[src/hdl/oad_pkg.sv]
// constants and types for the operand address decoder
package oad_pkg;
	localparam int ADDR_W = 24;
	localparam logic [7:0] SFR_BASE = 8'h80;
	localparam logic [7:0] BIT_RAM_BASE = 8'h20;
	localparam logic [7:0] BIT_SFR_HALF = 8'h80;
	localparam logic [23:0] EXT_BIT_LO = 24'h000020;
	localparam logic [23:0] EXT_BIT_HI = 24'h00007f;
	localparam logic [15:0] FILL_ZERO = 16'h0000;
	localparam logic [15:0] FILL_ONE = 16'hffff;
	localparam logic [5:0] DW_HI_A = 6'h38;
	localparam logic [5:0] DW_HI_B = 6'h3c;
	localparam logic [5:0] DW_LO_MAX = 6'h1c;
	localparam int STATE_CLKS = 2;
	// operand kinds presented by the decode stage
	typedef enum logic [3:0] {
		OAD_DIRECT_BYTE_ADDRESS = 4'h0, OAD_DIRECT_WIDE_ADDRESS = 4'h1, OAD_IMM8 = 4'h2, OAD_IMM16 = 4'h3,
		OAD_IMM_Z = 4'h4, OAD_IMM_O = 4'h5, OAD_SHORT = 4'h6, OAD_BIT_LEG = 4'h7,
		OAD_BIT_EXT = 4'h8, OAD_REL = 4'h9, OAD_BLOCK = 4'ha, OAD_REGION = 4'hb,
		OAD_FULL = 4'hc, OAD_PTR_IND = 4'hd, OAD_WORD_IND = 4'he, OAD_DWORD_IND = 4'hf
	} oad_kind_t;
	typedef enum logic [1:0] {
		OAD_W_BYTE = 2'h0, OAD_W_WORD = 2'h1, OAD_W_DWORD = 2'h2
	} oad_width_t;
	typedef enum logic [1:0] {
		OAD_SP_ONCHIP = 2'h0, OAD_SP_SFR = 2'h1, OAD_SP_MEM = 2'h2
	} oad_space_t;
	typedef enum logic [1:0] {
		OAD_ST_IDLE = 2'b01, OAD_ST_BUSY = 2'b10
	} oad_state_t;
endpackage : oad_pkg

[src/hdl/oad_decode.sv]
// operand decode and effective address generation
// Contract
// - low direct byte onchip, high half SFR
// - direct width follows other operand width; wide direct always reports byte
// - wide direct address upper byte zero
// - short immediate 8 bits, wide 16
// - 32-bit immediate upper word zeros or ones
// - short immediate only one, two, four
// - low legacy bits map bytes 20h-2Fh
// - high legacy bits map SFRs ending 0h/8h
// - extended bits reach low RAM or SFR
// - relative offset signed, added to next PC
// - block target keeps 2KB block
// - region target keeps 64KB region
// - full target replaces whole PC
// - pointer indirect uses byte reg 0/1
// - bank byte register index 0 to 7
// - file byte register index 0 to 15
// - word register index even 0 to 30
// - word indirect stays in lowest 64KB
// - displaced word indirect adds signed offset
// - dword index multiples of four 0 to 28, 56, 60
// - dword indirect spans 24 bits, displacement optional
// - each state lasts two clock cycles
`timescale 1ns/1ps
module oad_decode
	import oad_pkg::*;
(
	input wire logic ref_clk,
	input wire logic rst_n,
	input wire logic op_valid,
	input wire oad_pkg::oad_kind_t op_kind,
	input wire logic [15:0] op_field,
	input wire logic [ADDR_W-1:0] op_wide,
	input wire oad_pkg::oad_width_t other_width,
	input wire logic other_width_valid,
	input wire logic [ADDR_W-1:0] next_pc,
	input wire logic [7:0] ptr_reg_value,
	input wire logic [15:0] word_reg_value,
	input wire logic [31:0] dword_reg_value,
	input wire logic disp_enable,
	input wire logic [1:0] reg_form,
	input wire logic [5:0] reg_index_in,
	input wire logic sfr_defined,
	output logic done,
	output logic [ADDR_W-1:0] eff_addr,
	output logic [31:0] operand,
	output oad_pkg::oad_space_t space,
	output oad_pkg::oad_width_t access_width,
	output logic [2:0] bit_pos,
	output logic [5:0] reg_index,
	output logic ptr_select,
	output logic reg_error,
	output logic op_error,
	output logic state_tick
);
	import oad_pkg::*;

	// reset enters asynchronously but is released on a clock edge, so no flop
	// sees the release half way through a cycle
	logic rst_meta, rst_sync;
	always_ff @(posedge ref_clk or negedge rst_n) begin
		if (!rst_n) begin
			rst_meta <= 1'b0;
			rst_sync <= 1'b0;
		end else begin
			rst_meta <= 1'b1;
			rst_sync <= rst_meta;
		end
	end

	// state tick divider: one state is STATE_CLKS clocks
	localparam int TICK_W = $clog2(STATE_CLKS);
	logic [TICK_W-1:0] tick_cnt, next_tick_cnt;
	logic next_state_tick;
	always_comb begin
		next_tick_cnt = tick_cnt + 1'b1;
		next_state_tick = 1'b0;
		if (tick_cnt == TICK_W'(STATE_CLKS - 1)) begin
			next_tick_cnt = '0;
			next_state_tick = 1'b1;
		end
	end

	// idle takes a request, busy waits for the end of the current state
	oad_state_t st, next_st;

	logic [ADDR_W-1:0] a;
	logic [31:0] v;
	oad_space_t sp;
	oad_width_t w;
	logic [2:0] bp;
	logic [5:0] ri;
	logic rerr, oerr, psel;
	logic [15:0] disp;
	logic [15:0] wsum;
	logic [23:0] dsum;

	always_comb begin
		a = '0;
		v = '0;
		sp = OAD_SP_MEM;
		w = OAD_W_BYTE;
		bp = 3'h0;
		oerr = 1'b0;
		psel = 1'b0;
		disp = disp_enable ? op_field : 16'h0000;
		wsum = word_reg_value + disp;
		dsum = dword_reg_value[23:0] + {{8{disp[15]}}, disp};
		unique case (op_kind)
			OAD_DIRECT_BYTE_ADDRESS: begin
				a = {16'h0000, op_field[7:0]};
				sp = (op_field[7:0] < SFR_BASE) ? OAD_SP_ONCHIP : OAD_SP_SFR;
				w = other_width_valid ? other_width : OAD_W_BYTE;
			end
			OAD_DIRECT_WIDE_ADDRESS: begin
				a = {8'h00, op_field};
				sp = OAD_SP_MEM;
			end
			// immediates report their own width so the operand path can size itself
			OAD_IMM8: begin
				v = {24'h000000, op_field[7:0]};
				w = OAD_W_BYTE;
			end
			OAD_IMM16: begin
				v = {16'h0000, op_field};
				w = OAD_W_WORD;
			end
			OAD_IMM_Z: begin
				v = {FILL_ZERO, op_field};
				w = OAD_W_DWORD;
			end
			OAD_IMM_O: begin
				v = {FILL_ONE, op_field};
				w = OAD_W_DWORD;
			end
			OAD_SHORT: begin
				// two-bit code: 0->1, 1->2, 2->4, 3 is illegal
				unique case (op_field[1:0])
					2'h0: v = 32'h00000001;
					2'h1: v = 32'h00000002;
					2'h2: v = 32'h00000004;
					default: begin
						v = 32'h00000001;
						oerr = 1'b1;
					end
				endcase
			end
			OAD_BIT_LEG: begin
				bp = op_field[2:0];
				if (op_field[7:0] < BIT_SFR_HALF) begin
					a = {16'h0000, BIT_RAM_BASE + {4'h0, op_field[6:3]}};
					sp = OAD_SP_ONCHIP;
				end else begin
					a = {16'h0000, op_field[7:3], 3'b000};
					sp = OAD_SP_SFR;
				end
			end
			OAD_BIT_EXT: begin
				// byte address in op_wide, bit number in op_field[2:0]
				bp = op_field[2:0];
				a = op_wide;
				if (op_wide >= EXT_BIT_LO && op_wide <= EXT_BIT_HI) begin
					sp = OAD_SP_ONCHIP;
				end else if (op_wide[23:8] == 16'h0000 && op_wide[7:0] >= SFR_BASE
					&& sfr_defined) begin
					sp = OAD_SP_SFR;
				end else begin
					oerr = 1'b1;
				end
			end
			// jump targets: the sum wraps in 24 bits, no carry out is kept
			OAD_REL: begin
				a = next_pc + {{16{op_field[7]}}, op_field[7:0]};
				sp = OAD_SP_MEM;
			end
			OAD_BLOCK: begin
				a = {next_pc[23:11], op_field[10:0]};
				sp = OAD_SP_MEM;
			end
			OAD_REGION: begin
				a = {next_pc[23:16], op_field};
				sp = OAD_SP_MEM;
			end
			OAD_FULL: begin
				a = op_wide;
				sp = OAD_SP_MEM;
			end
			OAD_PTR_IND: begin
				psel = op_field[0];
				a = {16'h0000, ptr_reg_value};
				sp = OAD_SP_ONCHIP;
			end
			// word pointer stays in page 00 even when the displacement carries out
			OAD_WORD_IND: begin
				a = {8'h00, wsum};
				sp = OAD_SP_MEM;
			end
			OAD_DWORD_IND: begin
				a = dsum;
				sp = OAD_SP_MEM;
			end
			default: oerr = 1'b1;
		endcase
	end

	// register index check; reg_form 0 bank byte, 1 file byte, 2 word, 3 dword
	always_comb begin
		ri = reg_index_in;
		rerr = 1'b0;
		unique case (reg_form)
			2'h0: begin
				ri = {3'b000, reg_index_in[2:0]};
				rerr = reg_index_in[5:3] != 3'b000;
			end
			2'h1: begin
				ri = {2'b00, reg_index_in[3:0]};
				rerr = reg_index_in[5:4] != 2'b00;
			end
			2'h2: rerr = reg_index_in[0] || reg_index_in[5];
			2'h3: rerr = reg_index_in[1:0] != 2'b00 || (reg_index_in > DW_LO_MAX
				&& reg_index_in != DW_HI_A && reg_index_in != DW_HI_B);
			default: rerr = 1'b1;
		endcase
		if (rerr) begin
			ri = '0;
		end
	end

	// one request per state; result held until the next request
	logic next_done;
	always_comb begin
		next_st = st;
		next_done = 1'b0;
		unique case (st)
			OAD_ST_IDLE: begin
				if (op_valid) begin
					next_st = OAD_ST_BUSY;
				end
			end
			OAD_ST_BUSY: begin
				if (state_tick) begin
					next_st = OAD_ST_IDLE;
					next_done = 1'b1;
				end
			end
			default: next_st = OAD_ST_IDLE;
		endcase
	end

	// a request is only taken while idle; one arriving while busy is lost
	logic cap;
	assign cap = (st == OAD_ST_IDLE) && op_valid;

	// results hold until the next taken request, so the consumer may sample late
	logic [ADDR_W-1:0] next_eff_addr;
	logic [31:0] next_operand;
	oad_space_t next_space;
	oad_width_t next_access_width;
	logic [2:0] next_bit_pos;
	logic [5:0] next_reg_index;
	logic next_ptr_select;
	logic next_reg_error;
	logic next_op_error;
	always_comb begin
		next_eff_addr = eff_addr;
		next_operand = operand;
		next_space = space;
		next_access_width = access_width;
		next_bit_pos = bit_pos;
		next_reg_index = reg_index;
		next_ptr_select = ptr_select;
		next_reg_error = reg_error;
		next_op_error = op_error;
		if (cap) begin
			next_eff_addr = a;
			next_operand = v;
			next_space = sp;
			next_access_width = w;
			next_bit_pos = bp;
			next_reg_index = ri;
			next_ptr_select = psel;
			next_reg_error = rerr;
			next_op_error = oerr;
		end
	end

	// divider runs free from reset release so states keep a fixed phase
	always_ff @(posedge ref_clk or negedge rst_sync) begin
		if (!rst_sync) begin
			tick_cnt <= '0;
			state_tick <= 1'b0;
		end else begin
			tick_cnt <= next_tick_cnt;
			state_tick <= next_state_tick;
		end
	end

	// request handshake
	always_ff @(posedge ref_clk or negedge rst_sync) begin
		if (!rst_sync) begin
			st <= OAD_ST_IDLE;
			done <= 1'b0;
		end else begin
			st <= next_st;
			done <= next_done;
		end
	end

	// result registers
	always_ff @(posedge ref_clk or negedge rst_sync) begin
		if (!rst_sync) begin
			eff_addr <= '0;
			operand <= '0;
			space <= OAD_SP_MEM;
			access_width <= OAD_W_BYTE;
			bit_pos <= 3'h0;
			reg_index <= 6'h00;
			ptr_select <= 1'b0;
			reg_error <= 1'b0;
			op_error <= 1'b0;
		end else begin
			eff_addr <= next_eff_addr;
			operand <= next_operand;
			space <= next_space;
			access_width <= next_access_width;
			bit_pos <= next_bit_pos;
			reg_index <= next_reg_index;
			ptr_select <= next_ptr_select;
			reg_error <= next_reg_error;
			op_error <= next_op_error;
		end
	end
endmodule : oad_decode

[config.mk]
export PLATFORM = sky130hd
export DESIGN_NAME = oad_decode
export DESIGN_NICKNAME = d
export VERILOG_FILES = /design/src/hdl/oad_pkg.sv /design/src/hdl/oad_decode.sv
export SDC_FILE = /design/constraint.sdc
export NUM_CORES = 1
export LEC_CHECK = 0
export ABC_AREA = 1
export ABC_CLOCK_PERIOD_IN_PS = 2730
export BUFFER_PORTS_ARGS = -buffer_cell sky130_fd_sc_hd__buf_2
export CAP_MARGIN = 20
export CORE_MARGIN = 10
export CORE_UTILIZATION = 55
export DETAILED_ROUTE_END_ITERATION = 10
export PLACE_DENSITY = 0.83
export SLEW_MARGIN = 20
export SYNTH_ARGS = -nofsm -noshare
export SYNTH_HDL_FRONTEND = slang
export SYNTH_SLANG_ARGS = --single-unit
[constraint.sdc]
create_clock -name ref_clk -period 2.73 [get_ports ref_clk]
set_input_delay 0.4095 -clock ref_clk [delete_from_list [all_inputs] [get_ports ref_clk]]
set_output_delay 0.4095 -clock ref_clk [all_outputs]
set_load 0.005 [all_outputs]
# Yosys cells after proc, flatten, opt, wreduce, memory -nomap -nowiden
# Cells that the tools add are included.
[classes]
n_addsub = 5
multipliers = 0
div = 0
order_cmp = 5
eq_ne = 26
shifts = 0
mux = 27
bitwise = 0
n_reduce_logical = 22
[ops]
columns = ["op", "count"]
rows = [
  ["one-hot mux 24 bit (10 select lines)", 1],
  ["one-hot mux 32 bit (4 select lines)", 1],
  ["adder 24 bit", 2],
  ["equality test 4 bit, second input constant", 8],
  ["greater-or-equal comparator 24 x 6 -> 1 bit, second input constant", 1],
  ["<= comparator 24 x 7 -> 1 bit, second input constant", 1],
  ["adder 16 bit", 1],
  ["equality test 4 x 3 -> 1 bit, second input constant", 4],
  ["zero test 16 bit", 1],
  ["two-way mux 16 bit", 1],
  ["!= test 6 bit, second input constant", 2],
  ["one-hot mux 2 bit (3 select lines)", 2],
  ["one-hot mux 6 bit (2 select lines)", 1],
  ["two-way mux 2 bit", 5],
  ["OR reduction 2 bit", 5],
  ["two-way mux 1 bit", 9],
  ["equality test 2 bit, second input constant", 4],
  ["equality test 4 x 2 -> 1 bit, second input constant", 2],
  ["greater-or-equal comparator 8 bit, second input constant", 1],
  ["< comparator 8 bit, second input constant", 1],
  ["two-way mux 8 bit", 1],
  ["adder 6 x 4 -> 7 bit, first input constant", 1],
  ["equality test 2 x 1 -> 1 bit, second input constant", 3],
  ["> comparator 6 x 5 -> 1 bit, second input constant", 1],
  ["other kinds (17)", 26],
]
[totals]
reg_bits = 79
latch_bits = 0
ram_bits = 0
romBits = 0
wordCells = 100
memories = 0

# Depth between registers and ports, before layout
# Gate-level depths: netlist of the first run.
[logic_depth]
word_depth = 6
mapped_depth = 20
ltp_nobuf = 19

# Least setup slack after synthesis of the first run
# No wires, ideal clock.
[synth_timing]
path_kind = "input to register"
startpoint = "input port op_field[15]"
endpoint = "register eff_addr[23]"
setup_ns = 0.117
arrival_ns = 2.009
path_slack_ns = 0.604
stages = 18
path_buffers = 2
cell_sequence = "buf_2 -> nand2_2 -> buf_6 -> inv_1 -> ha_1 -> inv_1 -> nor2_2 -> inv_1 -> nor2_1 -> nand2_1 -> nor2_1 -> nand2_1 -> nand3_1 -> nand2_1 -> nand3_1 -> nand2_1 -> nand2_1 -> nand2_1"
[synth_via]
elab_chain_cells = 3
[synth_rtl]
columns = ["item", "line", "source"]
rows = [
  ["start: declaration", "oad_decode.sv:33", "input wire logic [15:0] op_field,"],
  ["two-way mux 16 bit", "oad_decode.sv:107", "disp = disp_enable ? op_field : 16'h0000;"],
  ["adder 24 bit", "oad_decode.sv:109", "dsum = dword_reg_value[23:0] + {{8{disp[15]}}, disp};"],
  ["one-hot mux 24 bit (10 select lines)", "oad_decode.sv:110", "unique case (op_kind)"],
  ["end signal: assignment", "oad_decode.sv:323", "eff_addr <= next_eff_addr;"],
  ["end: declaration", "oad_decode.sv:46", "output logic [ADDR_W-1:0] eff_addr,"],
]
# Every way passes these cells.
# A chain may end at the register's enable or synchronous reset.

# Worst setup path in the final report of the first run
[layout_timing]
startpoint = "input port disp_enable"
endpoint = "register eff_addr[21]"
[layout_via]
elab_chain_cells = 3
[layout_rtl]
columns = ["item", "line", "source"]
rows = [
  ["start: declaration", "oad_decode.sv:41", "input wire logic disp_enable,"],
  ["two-way mux 16 bit", "oad_decode.sv:107", ""],
  ["adder 24 bit", "oad_decode.sv:109", ""],
  ["one-hot mux 24 bit (10 select lines)", "oad_decode.sv:110", ""],
]
# Every way passes these cells.

==> metrics.cfg, run 1 <==
[layout]
multi_input_area_mm2=0.00516
register_area_mm2=0.00161
utilization_pct=67.4
layout_common_cells=532 x nand2_1, 205 x buf_2, 194 x inv_1
fin_cells=1772
final_common_cell=nand2_1
final_nets=1761
areaGrowthSynthToFinish_pct=20.1
nFillCells=1339
stdcell_area_mm2=0.00932
final_layout_size_suffix_gt1_share_pct=17.0

[detailed_routing]
via_per_inst=5.63
drcViolationCount=0
vias=9979
drt_wl_total_mm=31.3
drt_first_iter_violations=992
first_pass_iters=6
met1_length_mm=12.2
route.met3.wl_mm=3.01
wl_per_cell_um=17.7
dr_wl_met2_mm=14.5
ant_nets=0
top_layer=met4

[sta]
min_period_ns=2.46
post-route-period-util_pct=90.1
fin_skew_ns=0.00547
rsz0062_at_grt=no
setup_violations=0
max-slew-margin-rel_pct=53.6
fmax_mhz=407
hold_viol=0
setup_tns_ns=0
tightest_slew_ns=0.695
slew_viol_final=0

[critical_path]
slowest_delay_ns=0.36
critical_path_class=in -> reg
cpMostUsedCell=nand2_1
arrival_ns=2.68
worstPathCellList=buf_2 -> nand2_2 -> inv_1 -> ha_1 -> inv_1 -> o21bai_1 -> a21oi_1 -> a21boi_0 -> nand4_1 -> nand3_1 -> nand2_1 -> nand2_1 -> nand2_1
start_kind=primary input
crit_slowest_cell=buf_2
crit_path_end_kind=flip-flop
cp.required_ns=2.95
path_max_fanout=19

[grt]
grt-ovfl-total=0
grt_pass1_vias=9469
grt_first_pass_wirelength_mm=49.0
antenna_found_initial=1
grt_use_total_pct=31.1
grt_start_max_net_pins=66

[cts]
cts_made_buffers=9
cts_tree=yes
cts.sinks=64
cts_setup_buffers=0
postCtsHoldBufs=1
cts-root-buf=clkbuf_16
cts_max_path_buffers=2
cts_resized=0
cts_htree_levels=3
clk_latency_ns=0.33
cts.clk_slew.worst_paths_ns=0.06

[run_status]
status=completed

[hold_path]
hp-class=reg -> async

[logic_synthesis]
synth_cell_types=49
syn-cell-area_mm2=0.00776
synth_top_area_share_pct=25.7
synth_ff_type=dfrtp_1
synth-edff-count=0
synth_top_area_cell=nand2_1
ys_warn_count=0
netlist_instances=1382
ys_ff_latch=64
yosysSeqAreaShare_pct=20.7
synth-async-reset-ratio_pct=100
syn_avg_cell_area_um2=5.61
synth.net_count=1557
synth.area.top_cells=nand2_1 26%, dfrtp_1 20%, inv_1 9.4%

[floorplanning]
fp.dieH_um=139
start_util_pct=56.1
die_w_um=139
pin_count=214
rows=43
die_area_mm2=0.0193
coreArea_mm2=0.0138

[place]
place_hpwl_mm=25.7
post_dp_cell_area_mm2=0.00898
numPortBuffers=205
place_inst=1754
gp_congestion=1.06

[pwr]
p_total_mw=4.07
power_density_mw_per_mm2=437
peakVddDrop_uv=436
p_leak_nw=5.68

[job]
cap_violations=0

-- stage by stage --
| step | setup slack (ns) | hold WS (ns) |
|---|---|---|
| after floorplan | 0.604 | 0.114 |
| after global placement | 0.0956 | 0.195 |
| after detailed placement | 0.0323 | 0.196 |
| after CTS | 0.367 | 0.285 |
| after global routing | 0.0967 | 0.298 |
| final | 0.270 | 0.269 |
-- Yosys cell counts, types with 2 or more instances --
cell type and instances:
nand2_1 532, inv_1 194, nand3_1 143, nor2_1 109, dfrtp_1 62, o21ai_0 62, a21oi_1 60, ha_1 34
nand4_1 23, buf_4 17, clkbuf_1 15, nand3b_1 10, nor2_2 10, a221oi_1 8, nor3_1 8, a22o_1 7
o21bai_1 7, a31oi_1 6, o31ai_1 6, buf_2 5, o211ai_1 5, a22oi_1 4, a32o_1 4, and2_1 4
a21o_1 3, buf_6 3, inv_2 3, nand2_2 3, o21a_1 3, o21ai_1 3, xor2_1 3, a211oi_1 2
a21boi_0 2, clkinv_1 2, dfstp_2 2, nor4_1 2, o2111ai_1 2, or2_2 2, xnor2_1 2
-- cell families (layout without fill, tap and decap cells) --
logic type	Yosys count	after routing	share of synthesized area, %
and+or+nand+nor	847	847	45.4
buffers and inverters	240	449	12.8
AOI/OAI and AO/OA	190	190	14.8
DFF	64	64	20.7
adders and majority gates	35	35	5.74
xor gates and xnor gates	5	5	0.565
other	1	2	0.0483
-- final timing paths --
path                       slack (ns)  cells after the start                        to                from
min in group ref_clk             0.30                      2  reg_index[2]$_DFFE_PN0P_     reg_index_in[2]
max in group asynchronous        1.51                      1         st[0]$_DFFE_PN1P_  rst_sync$_DFF_PN0_
max                              0.27                     13  eff_addr[21]$_DFFE_PN0P_         disp_enable
min                              0.27                      0  eff_addr[18]$_DFFE_PN0P_  rst_sync$_DFF_PN0_
max reg2reg                      1.01                      4   eff_addr[1]$_DFFE_PN0P_   st[0]$_DFFE_PN1P_
min reg2reg                      0.27                      0  eff_addr[18]$_DFFE_PN0P_  rst_sync$_DFF_PN0_
-- routing by layer --
layer / GRT usage, % / vias up
li1: - / 4875
met1: 38.1 / 4446
met2: 51.2 / 554
met3: 5.82 / 104
met4: 15.7 / 0
met5: 0 / -
-- critical path: cells and delay by family --
kind            cells  cell delay (ns)
compound gates      3             0.51
buf+inv             3             0.67
simple gates        6             0.78
fa+ha+maj           1             0.28
-- report_power, final --
group / internal (mW) / switching (mW) / leakage, nW
Combinational: 0.574 / 1.02 / 4.68
Clock: 0.848 / 0.408 / 0.160
Sequential: 1.11 / 0.107 / 0.839
Total: 2.54 / 1.54 / 5.68
-- cell type report --
cell class                 count  area share, %
clock buffer                  13           2.79
antenna                        1         0.0269
inverter                     199           8.02
tap                          180           2.42
clock inverter                 3          0.698
timing repair buffer         234           13.4
multi-input combinational   1078           55.4
sequential                    64           17.2
-- flip-flops by register name, summed over array words and instances (netlist names), 2 cells and up --
register,flops
operand,17
st,2
eff_addr,24
reg_index,6
bit_pos,3
access_width,2
space,2
Power figures use the tool's default switching activity.
==> inputs of run 2 (changes only) <==
--- a/config.mk
+++ b/config.mk
@@ -11,6 +11,7 @@
 export CAP_MARGIN = 20
 export CORE_MARGIN = 10
 export CORE_UTILIZATION = 55
+export CTS_BUF_LIST = sky130_fd_sc_hd__clkbuf_4
 export DETAILED_ROUTE_END_ITERATION = 10
 export PLACE_DENSITY = 0.83
 export SLEW_MARGIN = 20
==> run 2 against run 1 <==
  * First-iteration DRC count shrank 4.9%
  * Critical path type unchanged
  * Sequential share of layout area is 0.31 points higher
  * Combinational power barely moved
  * Clock power shrank 43%
  * Setup slack better by 0.13 ns
  * Largest cell class unchanged
  * Design area shrank 1.8%
==> metrics.cfg, run 2 (synthesis results as in run 1) <==
[hold_path]
hp-class=in -> reg  ; was reg -> async

[grt]
grt_start_max_net_pins=66  ; unchanged
grt_use_total_pct=29.9  ; was 31.1%
grt-ovfl-total=0  ; unchanged
grt_first_pass_wirelength_mm=47.4  ; was 49.0 mm
antenna_found_initial=2  ; was 1
grt_pass1_vias=9392  ; was 9469

[sta]
min_period_ns=2.33  ; was 2.46 ns
fin_skew_ns=0.0103  ; was 0.00547 ns
fin_ws_ns=0.399  ; was 0.270 ns
slew_viol_final=0  ; unchanged
post-route-period-util_pct=85.4  ; was 90.1%
max-slew-margin-rel_pct=53.7  ; was 53.6%
fmax_mhz=429  ; was 407 MHz
setup_tns_ns=0  ; unchanged
tightest_slew_ns=0.694  ; was 0.695 ns
rsz0062_at_grt=no  ; unchanged
setup_violations=0  ; unchanged
whs_ns=0.218  ; was 0.269 ns
hold_viol=0  ; unchanged

[critical_path]
cpLargestDelayFamily=simple AND/OR/NAND/NOR gates  ; unchanged
critical_path_class=in -> reg  ; unchanged
cp-startpoint=disp_enable  ; unchanged
crit_slowest_cell=buf_2  ; unchanged
start_kind=primary input  ; unchanged
cp.required_ns=3.04  ; was 2.95 ns
path_max_fanout=19  ; unchanged
r2r-start=st[0]$_DFFE_PN1P_  ; unchanged
r2r_cells=5  ; was 4
slowest_delay_ns=0.34  ; was 0.36 ns
worstPathCellList=buf_2 -> nand2_2 -> inv_1 -> ha_1 -> inv_1 -> o21bai_1 -> a21oi_1 -> a21boi_0 -> nand4_1 -> nand3_1 -> nand2_1 -> nand2_1 -> nand2_1  ; unchanged
crit_path_end_kind=flip-flop  ; unchanged
rrSetupSlack_ns=1.02  ; was 1.01 ns
crit_buf_inv=3  ; unchanged
worstSetupEndpoint=eff_addr[21]$_DFFE_PN0P_  ; unchanged
arrival_ns=2.64  ; was 2.68 ns
r2r-end=reg_index[1]$_DFFE_PN0P_  ; was eff_addr[1]$_DFFE_PN0P_
cpMostUsedCell=nand2_1  ; unchanged
cp_num_cells=13  ; unchanged

[pwr]
p_leak_nw=5.60  ; was 5.68 nW
p_total_mw=3.52  ; was 4.07 mW
power_density_mw_per_mm2=384  ; was 437 mW/mm2
peakVddDrop_uv=300  ; was 436 uV
pwr-share-seq_pct=34.6  ; was 30.0%
switchingPower_mw=1.45  ; was 1.54 mW
combPwrFrac_pct=45.0  ; was 39.2%
clockPowerShare_pct=20.5  ; was 30.8%
sw_frac_of_total_pct=41.1  ; was 37.7%
p_int_mw=2.07  ; was 2.54 mW

[cts]
postCtsHoldBufs=1  ; unchanged
cts_resized=0  ; unchanged
cts_htree_levels=3  ; unchanged
cts.clk_slew.worst_paths_ns=0.11  ; was 0.06 ns
cts_made_buffers=9  ; unchanged
cts_setup_buffers=0  ; unchanged
cts-root-buf=clkbuf_4  ; was clkbuf_16
cts_tree=yes  ; unchanged
cts_max_path_buffers=2  ; unchanged
cts.sinks=64  ; unchanged
clk_latency_ns=0.41  ; was 0.33 ns

[detailed_routing]
ant_nets=0  ; unchanged
top_layer=met4  ; unchanged
via_per_inst=5.58  ; was 5.63
drt_wl_total_mm=30.4  ; was 31.3 mm
vias=9903  ; was 9979
met1_length_mm=11.9  ; was 12.2 mm
drcViolationCount=0  ; unchanged
drt_first_iter_violations=943  ; was 992
wl_per_cell_um=17.1  ; was 17.7 um
first_pass_iters=6  ; unchanged
route.met3.wl_mm=2.78  ; was 3.01 mm
dr_wl_met2_mm=14.0  ; was 14.5 mm

[layout]
register_area_mm2=0.00161  ; unchanged
stdcell_area_mm2=0.00915  ; was 0.00932 mm2
areaGrowthSynthToFinish_pct=18.0  ; was 20.1%
top_regs=eff_addr: 24 flops, operand: 17 flops, reg_index: 6 flops  ; unchanged
utilization_pct=66.2  ; was 67.4%
fin_cells=1774  ; was 1772
final_layout_size_suffix_gt1_share_pct=17.0  ; unchanged
final_nets=1761  ; unchanged
final_common_cell=nand2_1  ; unchanged
top_register=eff_addr  ; unchanged
multi_input_area_mm2=0.00516  ; unchanged
largest_reg_flops=24  ; unchanged
nFillCells=1376  ; was 1339
layout_common_cells=532 x nand2_1, 205 x buf_2, 194 x inv_1  ; unchanged

[floorplanning]
start_util_pct=56.1  ; unchanged
die_w_um=139  ; unchanged
rows=43  ; unchanged
coreArea_mm2=0.0138  ; unchanged
die_area_mm2=0.0193  ; unchanged
fp.dieH_um=139  ; unchanged
pin_count=214  ; unchanged

[place]
gp_congestion=1.06  ; unchanged
post_dp_cell_area_mm2=0.00898  ; unchanged
numPortBuffers=205  ; unchanged
preCtsSetupSlack_ns=0.0323  ; unchanged
place_hpwl_mm=25.7  ; unchanged
place_inst=1754  ; unchanged

[job]
cap_violations=0  ; unchanged

[run_status]
status=completed  ; unchanged

-- run 2: layout make-up --
| type | count | area share [%] |
|---|---|---|
| sequential | 64 | 17.5 |
| tap | 180 | 2.46 |
| timing repair buffer | 234 | 13.6 |
| clock buffer | 11 | 0.903 |
| multi-input combinational | 1078 | 56.4 |
| clock inverter | 5 | 0.793 |
| antenna | 3 | 0.0820 |
| inverter | 199 | 8.16 |
-- run 2: how the worst min path moves through the flow --
stage | endpoint | startpoint | slack (ns) | cells past startpoint
3_3_place_gp | rst_meta$_DFF_PN0_ | rst_n | 0.19 | 1
3_5_place_dp | rst_meta$_DFF_PN0_ | rst_n | 0.20 | 1
2_1_floorplan | rst_meta$_DFF_PN0_ | rst_n | 0.11 | 0
4_1_cts | reg_index[2]$_DFFE_PN0P_ | reg_index_in[2] | 0.19 | 2
6_report | reg_index[2]$_DFFE_PN0P_ | reg_index_in[2] | 0.22 | 2
5_1_grt | reg_index[2]$_DFFE_PN0P_ | reg_index_in[2] | 0.19 | 2
-- run 2: layer usage --
layer	vias up	GRT usage (%)
met1	4417	36.4
met2	507	48.6
met3	106	5.65
met5	-	0
met4	0	17.0
li1	4873	-
-- run 2: power groups by stage --
stage	clock network [mW]	registers (mW)	logic, mW
floorplan	0	1.24	0.907
global placement	0	1.22	1.53
detailed placement	0	1.23	1.55
CTS	0.727	1.21	1.56
global route	0.770	1.23	1.76
finish	0.720	1.22	1.58
